--- src/verilog/mrs_pkg.sv ---
// Constants for the primary converter round-robin sequencer.
// Assumes a single 200 MHz clock and a 32-bit APB register port.
package mrs_pkg;
   // ----------------------------------------
   // Timing
   // ----------------------------------------
   localparam int CLK_MHZ = 200;
   localparam int SLOT_NS = 8000;
   localparam int RR_NS = 192000;
   localparam int SLOT_CYC = SLOT_NS * CLK_MHZ / 1000;
   localparam int NUM_SLOTS = RR_NS / SLOT_NS;
   localparam logic [2:0] BURST_LAST = 3'h7;
   // ----------------------------------------
   // Slots and result channels
   // ----------------------------------------
   localparam logic [4:0] SL_DIE = 5'h00;
   localparam logic [4:0] SL_REF = 5'h01;
   localparam logic [4:0] SL_CELL0 = 5'h02;
   localparam logic [4:0] SL_BAR = 5'h12;
   localparam logic [4:0] SL_AUX = 5'h13;
   localparam logic [4:0] SL_LAST = 5'h17;
   localparam int NUM_CH = 27;
   localparam int NUM_FILT = 17;
   localparam logic [4:0] CH_AUX0 = 5'h13;
   localparam logic [15:0] RESULT_RST = 16'h8000;
   localparam logic [7:0] RESULT_LO_RST = 8'h00;
   localparam int FRAC = 8;
   // ----------------------------------------
   // Register map
   // ----------------------------------------
   localparam logic [11:0] OFS_CTRL = 12'h000;
   localparam logic [11:0] OFS_CONF = 12'h004;
   localparam logic [11:0] OFS_CELLS = 12'h008;
   localparam logic [11:0] OFS_DEV2 = 12'h00c;
   localparam logic [11:0] OFS_STAT = 12'h010;
   localparam logic [11:0] OFS_RES = 12'h100;
   localparam logic [11:0] OFS_RES_END = 12'h1d8;
   localparam int F_RUN = 0;
   localparam int F_CELL_EN = 2;
   localparam int F_BAR_EN = 3;
   localparam int F_GO = 4;
   localparam int F_AUX_EN = 5;
   localparam int F_CCUT = 0;
   localparam int F_BCUT = 3;
   localparam int F_DLY = 8;
   localparam int F_DRDY = 5;
   localparam int F_BUSY = 6;
   localparam logic [1:0] RUN_STOP = 2'h0;
   localparam logic [1:0] RUN_RR8 = 2'h1;
   localparam logic [1:0] RUN_CONT = 2'h2;
   localparam logic [3:0] TOP_CELL_RST = 4'hf;
   localparam logic [3:0] TOP_CELL_MIN = 4'h5;
   localparam logic [2:0] CUT_MAX_SHIFT = 3'h7;
endpackage : mrs_pkg

--- src/verilog/mrs_sequencer.sv ---
// Primary converter round-robin sequencer, result registers and
// per-cell and bar single-pole filters behind an APB slave.
// Assumes conv_data holds the finished conversion of the current slot
// by the slot's last clock; all inputs synchronous to pclk.
//
// Functional notes
// 24 slots, 8 us each, 192 us cycle
// Die, bias ref, 16 cells, bar, aux, spares
// 16-bit results split high/low byte
// Enabling converter resets results to 0x8000
// Result updated right after its slot
// High read freezes low byte until read
// Six to sixteen active cells supported
// Inactive cell slots skipped, timing kept
// Top cell setting, all below active
// Inactive cell results stay 0x8000
// Results raw or filtered per enable
// One 3-bit cutoff for all cells
// Coefficients one half down to 1/128
// Host runs continuous mode for filtering
// Filter starts from its first sample
// Bar filter has own cutoff, enable
// Host allows filter settling time
// Bias reference off at reset, bit-controlled
// Host waits 1.35 ms after bias enable
// Level shifters off in sleep
// Primary and aux converters enabled independently
// Go samples mode, filters, delay, cells
// Run select stop, eight cycles, continuous
// Filter step is shifted difference
// Aux input advances every cycle
`timescale 1ns/1ps
`default_nettype none
module mrs_sequencer #(
   parameter int SLOT_CYCLES = mrs_pkg::SLOT_CYC
) (
   input wire logic pclk,
   input wire logic presetn,
   input wire logic psel,
   input wire logic penable,
   input wire logic pwrite,
   input wire logic [11:0] paddr,
   input wire logic [31:0] pwdata,
   output logic [31:0] prdata,
   output logic pready,
   output logic pslverr,
   input wire logic [15:0] conv_data,
   input wire logic sleep_mode,
   output logic [4:0] mux_slot,
   output logic [2:0] aux_sel,
   output logic conv_start,
   output logic level_shift_en,
   output logic thermistor_bias_enable,
   output logic aux_conv_enable
);
   if (SLOT_CYCLES < 2 || SLOT_CYCLES > 2048) begin : g_chk
      $error("SLOT_CYCLES out of range");
   end

   typedef enum logic [1:0] {ST_IDLE, ST_WAIT, ST_RUN} mrs_state_t;

   // ----------------------------------------
   // Control registers
   // ----------------------------------------
   logic [1:0] primary_run_select;
   logic cell_filter_enable, bar_filter_enable, aux_en, bias_en;
   logic [2:0] cell_filter_cutoff_sel, bar_filter_cutoff_sel;
   logic [5:0] start_dly;
   logic [3:0] highest_active_cell_sel;
   // Settings captured by go
   logic [1:0] s_mode;
   logic s_cell_f, s_bar_f;
   logic [2:0] s_ccut, s_bcut;
   logic [3:0] s_top;

   wire acc = psel & penable & pready;
   wire wr = acc & pwrite;
   wire rd = acc & ~pwrite;
   wire [11:0] roff = paddr - mrs_pkg::OFS_RES;
   wire [4:0] rch = roff[7:3];
   wire res_hit = paddr >= mrs_pkg::OFS_RES && paddr < mrs_pkg::OFS_RES_END;
   wire ctl_hit = paddr == mrs_pkg::OFS_CTRL || paddr == mrs_pkg::OFS_CONF ||
                  paddr == mrs_pkg::OFS_CELLS || paddr == mrs_pkg::OFS_DEV2 ||
                  paddr == mrs_pkg::OFS_STAT;
   wire hit = paddr[1:0] == 2'h0 && (res_hit || ctl_hit);
   // Hold starts at the setup edge, where prdata samples the high byte,
   // so a refresh landing between setup and access cannot tear the pair
   wire setup = psel & ~penable;
   wire rd_hi = setup && !pwrite && hit && res_hit && !roff[2];
   wire rd_lo = rd && hit && res_hit && roff[2];
   wire go = wr && paddr == mrs_pkg::OFS_CTRL && pwdata[mrs_pkg::F_GO];
   wire go_en = go && pwdata[1:0] != mrs_pkg::RUN_STOP;

   always_ff @(posedge pclk or negedge presetn) begin
      if (!presetn) begin
         primary_run_select <= mrs_pkg::RUN_STOP;
         cell_filter_enable <= 1'b0;
         bar_filter_enable <= 1'b0;
         aux_en <= 1'b0;
         bias_en <= 1'b0;
         cell_filter_cutoff_sel <= 3'h0;
         bar_filter_cutoff_sel <= 3'h0;
         start_dly <= 6'h00;
         highest_active_cell_sel <= mrs_pkg::TOP_CELL_RST;
      end else if (wr) begin
         if (paddr == mrs_pkg::OFS_CTRL) begin
            primary_run_select <= pwdata[mrs_pkg::F_RUN +: 2];
            cell_filter_enable <= pwdata[mrs_pkg::F_CELL_EN];
            bar_filter_enable <= pwdata[mrs_pkg::F_BAR_EN];
            aux_en <= pwdata[mrs_pkg::F_AUX_EN];
         end
         if (paddr == mrs_pkg::OFS_CONF) begin
            cell_filter_cutoff_sel <= pwdata[mrs_pkg::F_CCUT +: 3];
            bar_filter_cutoff_sel <= pwdata[mrs_pkg::F_BCUT +: 3];
            start_dly <= pwdata[mrs_pkg::F_DLY +: 6];
         end
         if (paddr == mrs_pkg::OFS_CELLS) begin
            highest_active_cell_sel <= pwdata[3:0];
         end
         if (paddr == mrs_pkg::OFS_DEV2) begin
            bias_en <= pwdata[0];
         end
      end
   end

   // ----------------------------------------
   // Sequencer
   // ----------------------------------------
   mrs_state_t state;
   logic [10:0] tcnt;
   logic [4:0] slot;
   logic [2:0] rr_cnt, aux_idx;
   logic [5:0] dcnt;
   logic drdy;

   wire ticking = state != ST_IDLE && !sleep_mode; // frozen while asleep
   wire slot_end = ticking && tcnt == 11'(SLOT_CYCLES - 1);
   wire rr_wrap = state == ST_RUN && slot_end && slot == mrs_pkg::SL_LAST;
   wire burst_done = rr_wrap && s_mode == mrs_pkg::RUN_RR8 &&
                     rr_cnt == mrs_pkg::BURST_LAST;
   // Fewer than six cells is not a valid stack; clamp up.
   wire [3:0] top_eff = s_top < mrs_pkg::TOP_CELL_MIN ? mrs_pkg::TOP_CELL_MIN : s_top;
   wire [4:0] cell_no = slot - mrs_pkg::SL_CELL0;
   wire is_cell = slot >= mrs_pkg::SL_CELL0 && slot < mrs_pkg::SL_BAR;
   wire cell_act = is_cell && cell_no[3:0] <= top_eff;
   wire meas = cell_act || (!is_cell && slot <= mrs_pkg::SL_AUX);
   wire wr_en = state == ST_RUN && slot_end && meas;
   wire [4:0] wch = slot == mrs_pkg::SL_AUX ? mrs_pkg::CH_AUX0 + {2'h0, aux_idx} : slot;

   always_ff @(posedge pclk or negedge presetn) begin
      if (!presetn) begin
         state <= ST_IDLE;
         tcnt <= 11'h000;
         slot <= mrs_pkg::SL_DIE;
         rr_cnt <= 3'h0;
         aux_idx <= 3'h0;
         dcnt <= 6'h00;
         drdy <= 1'b0;
      end else if (go) begin
         state <= go_en ? ST_WAIT : ST_IDLE;
         tcnt <= 11'h000;
         slot <= mrs_pkg::SL_DIE;
         rr_cnt <= 3'h0;
         aux_idx <= 3'h0;
         dcnt <= pwdata[mrs_pkg::F_DLY +: 6] == 6'h00 ? start_dly : pwdata[mrs_pkg::F_DLY +: 6];
         drdy <= 1'b0;
      end else if (ticking) begin
         tcnt <= slot_end ? 11'h000 : tcnt + 11'h001;
         if (state == ST_WAIT && slot_end) begin
            if (dcnt == 6'h00) state <= ST_RUN;
            else dcnt <= dcnt - 6'h01;
         end
         if (state == ST_RUN && slot_end) begin
            slot <= slot == mrs_pkg::SL_LAST ? mrs_pkg::SL_DIE : slot + 5'h01;
         end
         if (rr_wrap) begin
            aux_idx <= aux_idx + 3'h1;
            rr_cnt <= rr_cnt + 3'h1;
            if (rr_cnt == mrs_pkg::BURST_LAST) drdy <= 1'b1;
         end
         if (burst_done) state <= ST_IDLE;
      end
   end

   always_ff @(posedge pclk or negedge presetn) begin
      if (!presetn) begin
         s_mode <= mrs_pkg::RUN_STOP;
         s_cell_f <= 1'b0;
         s_bar_f <= 1'b0;
         s_ccut <= 3'h0;
         s_bcut <= 3'h0;
         s_top <= mrs_pkg::TOP_CELL_RST;
      end else if (go) begin
         s_mode <= pwdata[mrs_pkg::F_RUN +: 2];
         s_cell_f <= pwdata[mrs_pkg::F_CELL_EN];
         s_bar_f <= pwdata[mrs_pkg::F_BAR_EN];
         s_ccut <= cell_filter_cutoff_sel;
         s_bcut <= bar_filter_cutoff_sel;
         s_top <= highest_active_cell_sel;
      end
   end

   // ----------------------------------------
   // Filters
   // ----------------------------------------
   logic [23:0] fst [mrs_pkg::NUM_FILT];
   logic [16:0] finit;
   wire [4:0] fi = slot - mrs_pkg::SL_CELL0;
   wire is_filt = (is_cell && s_cell_f) || (slot == mrs_pkg::SL_BAR && s_bar_f);
   wire [2:0] cut = slot == mrs_pkg::SL_BAR ? s_bcut : s_ccut;
   // Shift 1..7 gives 0.5 down to 1/128; code 7 reuses the slowest.
   wire [2:0] sh = cut == mrs_pkg::CUT_MAX_SHIFT ? mrs_pkg::CUT_MAX_SHIFT : cut + 3'h1;
   wire [23:0] fold = fst[fi];
   wire [23:0] samp = {conv_data, 8'h00};
   wire signed [24:0] diff = $signed({samp[23], samp}) - $signed({fold[23], fold});
   wire signed [24:0] step = diff >>> sh;
   wire [23:0] fnew = finit[fi] ? fold + step[23:0] : samp;
   wire [15:0] wval = is_filt ? fnew[23:mrs_pkg::FRAC] : conv_data;

   always_ff @(posedge pclk or negedge presetn) begin
      if (!presetn) begin
         for (int i = 0; i < mrs_pkg::NUM_FILT; i++) fst[i] <= 24'h000000;
         finit <= 17'h00000;
      end else if (go) begin
         finit <= 17'h00000;
      end else if (wr_en && is_filt) begin
         fst[fi] <= fnew;
         finit[fi] <= 1'b1;
      end
   end

   // ----------------------------------------
   // Result registers
   // ----------------------------------------
   logic [15:0] res [mrs_pkg::NUM_CH];
   logic [7:0] lo_sh [mrs_pkg::NUM_CH];
   logic [26:0] lo_hold;
   // A write racing the high read must not tear the pair; a write racing
   // the low read refreshes the byte that has just been released.
   wire held = (lo_hold[wch] && !(rd_lo && rch == wch)) || (rd_hi && rch == wch);
   wire [7:0] lo_w = lo_sh[wch];

   always_ff @(posedge pclk or negedge presetn) begin
      if (!presetn) begin
         for (int i = 0; i < mrs_pkg::NUM_CH; i++) begin
            res[i] <= mrs_pkg::RESULT_RST;
            lo_sh[i] <= mrs_pkg::RESULT_LO_RST;
         end
      end else if (go_en) begin
         for (int i = 0; i < mrs_pkg::NUM_CH; i++) begin
            res[i] <= mrs_pkg::RESULT_RST;
            lo_sh[i] <= mrs_pkg::RESULT_LO_RST;
         end
      end else begin
         if (wr_en) begin
            res[wch] <= wval;
            if (!held) lo_sh[wch] <= wval[7:0];
         end
         // Released low byte catches up with its high byte at once
         if (rd_lo && !(wr_en && wch == rch)) lo_sh[rch] <= res[rch][7:0];
      end
   end

   always_ff @(posedge pclk or negedge presetn) begin
      if (!presetn) lo_hold <= 27'h0000000;
      else if (go_en) lo_hold <= 27'h0000000;
      else if (rd_hi) lo_hold[rch] <= 1'b1;
      else if (rd_lo) lo_hold[rch] <= 1'b0;
   end

   // ----------------------------------------
   // APB answer and pins
   // ----------------------------------------
   wire [31:0] stat = {25'h0, state != ST_IDLE, drdy, slot};
   wire [31:0] ctrl = {26'h0, aux_en, 1'b0, bar_filter_enable, cell_filter_enable,
                       primary_run_select};
   wire [31:0] conf = {18'h0, start_dly, 2'h0, bar_filter_cutoff_sel,
                       cell_filter_cutoff_sel};
   wire [31:0] rdata =
      res_hit ? {24'h0, roff[2] ? lo_sh[rch] : res[rch][15:8]} :
      paddr == mrs_pkg::OFS_CTRL ? ctrl :
      paddr == mrs_pkg::OFS_CONF ? conf :
      paddr == mrs_pkg::OFS_CELLS ? {28'h0, highest_active_cell_sel} :
      paddr == mrs_pkg::OFS_DEV2 ? {31'h0, bias_en} :
      paddr == mrs_pkg::OFS_STAT ? stat : 32'h0;

   always_ff @(posedge pclk or negedge presetn) begin
      if (!presetn) begin
         pready <= 1'b0;
         prdata <= 32'h0;
         pslverr <= 1'b0;
      end else begin
         pready <= psel && !penable;
         prdata <= (psel && !penable && hit && !pwrite) ? rdata : 32'h0;
         pslverr <= psel && !penable && !hit;
      end
   end

   always_ff @(posedge pclk or negedge presetn) begin
      if (!presetn) begin
         mux_slot <= mrs_pkg::SL_DIE;
         aux_sel <= 3'h0;
         conv_start <= 1'b0;
         level_shift_en <= 1'b0;
         thermistor_bias_enable <= 1'b0;
         aux_conv_enable <= 1'b0;
      end else begin
         mux_slot <= slot;
         aux_sel <= aux_idx;
         conv_start <= state == ST_RUN && ticking && tcnt == 11'h000 && meas;
         level_shift_en <= !sleep_mode;
         thermistor_bias_enable <= bias_en;
         aux_conv_enable <= aux_en;
      end
   end
endmodule : mrs_sequencer
`default_nettype wire

--- config.mk ---
export PLATFORM = sky130hd
export DESIGN_NAME = mrs_sequencer
export DESIGN_NICKNAME = d
export VERILOG_FILES = /design/src/verilog/mrs_pkg.sv /design/src/verilog/mrs_sequencer.sv
export SDC_FILE = /design/constraint.sdc
export NUM_CORES = 2
export LEC_CHECK = 0
export ABC_CLOCK_PERIOD_IN_PS = 10950
export BUFFER_PORTS_ARGS = -buffer_cell sky130_fd_sc_hd__buf_2
export CAP_MARGIN = 30
export CELL_PAD_IN_SITES_DETAIL_PLACEMENT = 0
export CELL_PAD_IN_SITES_GLOBAL_PLACEMENT = 1
export CORE_MARGIN = 2
export CORE_UTILIZATION = 35
export DETAILED_ROUTE_END_ITERATION = 16
export PLACE_DENSITY = 0.61
export SLEW_MARGIN = 25
export SYNTH_ARGS = -nofsm -noshare
export SYNTH_HDL_FRONTEND = slang
export SYNTH_SLANG_ARGS = --single-unit
--- constraint.sdc ---
create_clock -name pclk -period 10.95 [get_ports pclk]
set_input_delay 2.19 -clock pclk [delete_from_list [all_inputs] [get_ports pclk]]
set_output_delay 2.19 -clock pclk [all_outputs]
set_load 0.05 [all_outputs]
==> metrics.txt <==
WP data arrival 10.82 ns; post-synthesis simple-gate area fraction 12.62%; post-synthesis adder-cell area fraction 1.336%; syn avg cell area 10.06 sq um; cts repair resizes 0; Synth Area in XOR/XNOR 0.8194%; Synth area leaders dfrtp_1, mux4_2, nand2_1; placed cell count 7,859; period utilisation layout 93.24%; fill count 16,430; Clock Skew 0.03370 ns; Slowest-stage cell, CP a2111oi_0; dpl ws 0.8178 ns; final WL 201,100 microns; Crit Path Class flop to flop; clk sinks 1,195; Mapped Cells 5,830; worst slew pin tran 1.000 ns; Final Hold Viols 0; Slew HR 33.33%; vias in the first global route 45,050; P&R area growth vs syn 13.57%; CTS clk-pin slew, worst paths 0.06 ns; Post-DP Area 61,860 sq um; RSZ-0062 raised after global routing no; Max VDD drop 0.1181 mV; Synth area leader dfrtp_1; startpoint class of the critical path flop; starting density of the core 35.15%; htree depth 4; async set-or-reset flop fraction in the synthesized netlist 100.0%; # setup viols final 0; share of cells above drive strength 1 14.56%; DP HPWL 131,100 microns; Final GP Congestion 0.8828; Die Y 413.3 microns; largest family of logic cells by synthesized area compound AO/OA/AOI/OAI gates; Synth top area share 49.50%; max-cap violations 0; post-synthesis cell area 58,640 sq um; Hold Crit Depth 0; Slew Viols, Final 0; Clk Latency, worst-skew pair 0.79 ns; Final #Nets 5,930; Required @ worst endpoint 11.56 ns; remaining antenna violation count 0; Worst R2R Start slot[1]; R2R depth 34; multiplexer share of the synthesized area 13.69%; Setup Fix Bufs, Post-CTS 0; hold_buf cts 0; Port Buf Inserts 73; global-route usage over all layers 23.58%; DRC viols 0; Yosys reg bits 1,195; core box area 166,800 sq um; clk root buf clkbuf_16; DR iter-0 viols 3,895; routed vias 45,580; commonest cells in the synthesized netlist nand2_1, dfrtp_1, o21ai_0, clkbuf_1, nor2_1; most frequent CP cell a21oi_1; number of synthesized flops with an enable pin 0; Rows 150; Critical Path Fanout Max 27; Max Fclk 97.95 MHz; top-count cell post-synth nand2_1; I/O pin total 112; initial antenna violation count 8; Synth Warn # 0; overflow left after global routing 0; HP Start aux_en; static leakage 29.97 nW; compound-cell area share of the yosys netlist 16.99%; Unique masters post-synth 87; slowest stage delay, CP 0.84 ns; Die Footprint 170,800 sq um; reg-to-reg endpoint res[152]; CTS tree built; die width 413.3 microns; number of CTS-inserted buffers 139; setup slack, reg-to-reg 0.74 ns; Seq/Total Area, Yosys 51.07%; Main synth FF type dfrtp_1; drt wl/cell 24.77 microns; Hold Crit Endpoint aux_conv_enable; status complete, no violations; Final min period 10.21 ns; pin count of the biggest net entering global routing 177; Hold Path Class flop to flop; maximum root-to-sink buffer count 3; post-route cell area 66,600 sq um; global-route wire length before repair 303,800 microns; CP Capture Type flop; hold slack 0.4240 ns; setup TNS 0 ns; DR vias/cell 5.615; router iterations before antenna repair 5; Final WS setup 0.7404 ns; fin cells 8,118; Power Density 145.6 nW/um^2
-- worst max-delay path, delay by kind of cell (launching register included) --
family / cells / cell delay [ns]
buf+inv: 3 / 0.65
mux: 3 / 1.11
simple gates: 6 / 1.22
fa+ha+maj: 3 / 1.46
compound gates: 17 / 4.42
xor+xnor: 2 / 0.47
flops: 1 / 0.63
-- area by class of cell --
type | instances | area, sq um | share of cell area, %
clock inverters | 42 | 505.5 | 0.7590
flip-flops and latches | 1195 | 29960 | 44.98
inverters | 65 | 244.0 | 0.3664
clock buffers | 210 | 4098 | 6.153
well taps | 2204 | 2758 | 4.141
multi-input cells | 4151 | 27000 | 40.55
repair buffers | 250 | 2031 | 3.049
diodes | 1 | 2.502 | 0.003758
-- metrics by stage --
step	power [mW]	util, %
floorplan	4.772	-
global placement	5.040	36.94
detailed placement	5.045	37.08
CTS	9.804	39.84
global route	10.03	39.91
finish	9.695	39.91
-- how the worst max path moves through the flow --
stage / from / end / slack [ns]
after floorplan: slot[1] / res[122] / 1.68
after global placement: slot[1] / fst[47] / 0.70
after detailed placement: slot[1] / res[72] / 0.82
after CTS: slot[1] / res[152] / 0.79
after global routing: slot[1] / res[184] / 0.07
final: slot[1] / res[152] / 0.74
-- routing by layer --
layer  vias to the layer above  wire length (microns)  GRT usage, %
met4                         8                   5748         7.097
li1                      20810                      -             -
met5                         -                     51             0
met1                     23130                  92460         33.88
met2                      1335                  91020         36.40
met3                       305                  11840         3.984
-- where the power goes --
| group | internal [mW] | switching, mW |
|---|---|---|
| sequential | 4.43 | 0.0126 |
| combinational | 0.125 | 0.403 |
| clock | 2.76 | 1.97 |
-- state kept, by name, summed over array words and instances, names as in the netlist, 3 cells and up --
signal,cells
res,432
fst,408
lo_sh,216
lo_hold,27
finit,17
prdata,14
tcnt,11
dcnt,6
start_dly,6
mux_slot,5
slot,5
highest_active_cell_sel,4
s_top,4
aux_idx,3
aux_sel,3
bar_filter_cutoff_sel,3
cell_filter_cutoff_sel,3
rr_cnt,3
s_bcut,3
s_ccut,3
-- cells in the final DEF, fill, tap and decap left out, types with 42 or more instances in the layout --
cell type / count
a211oi_1: 42
a21oi_1: 257
a221oi_1: 44
buf_2: 73
buf_4: 152
clkbuf_16: 141
dfrtp_1: 1158
ha_1: 61
inv_1: 62
mux2i_1: 252
mux4_2: 219
nand2_1: 1212
nor2_1: 259
o21ai_0: 867
o22ai_1: 245
-- logic make-up (layout without fill, tap and decap cells) --
kind of cell,after synthesis,after routing
XOR/XNOR,54,54
AND/OR/NAND/NOR,1774,1774
flip-flops,1195,1195
multiplexers,522,522
buffers and inverters,501,567
AO/OA/AOI/OAI,1721,1721
adder cells (fa/ha/maj),62,62
other,1,19
(Power assumes the default switching activity.)
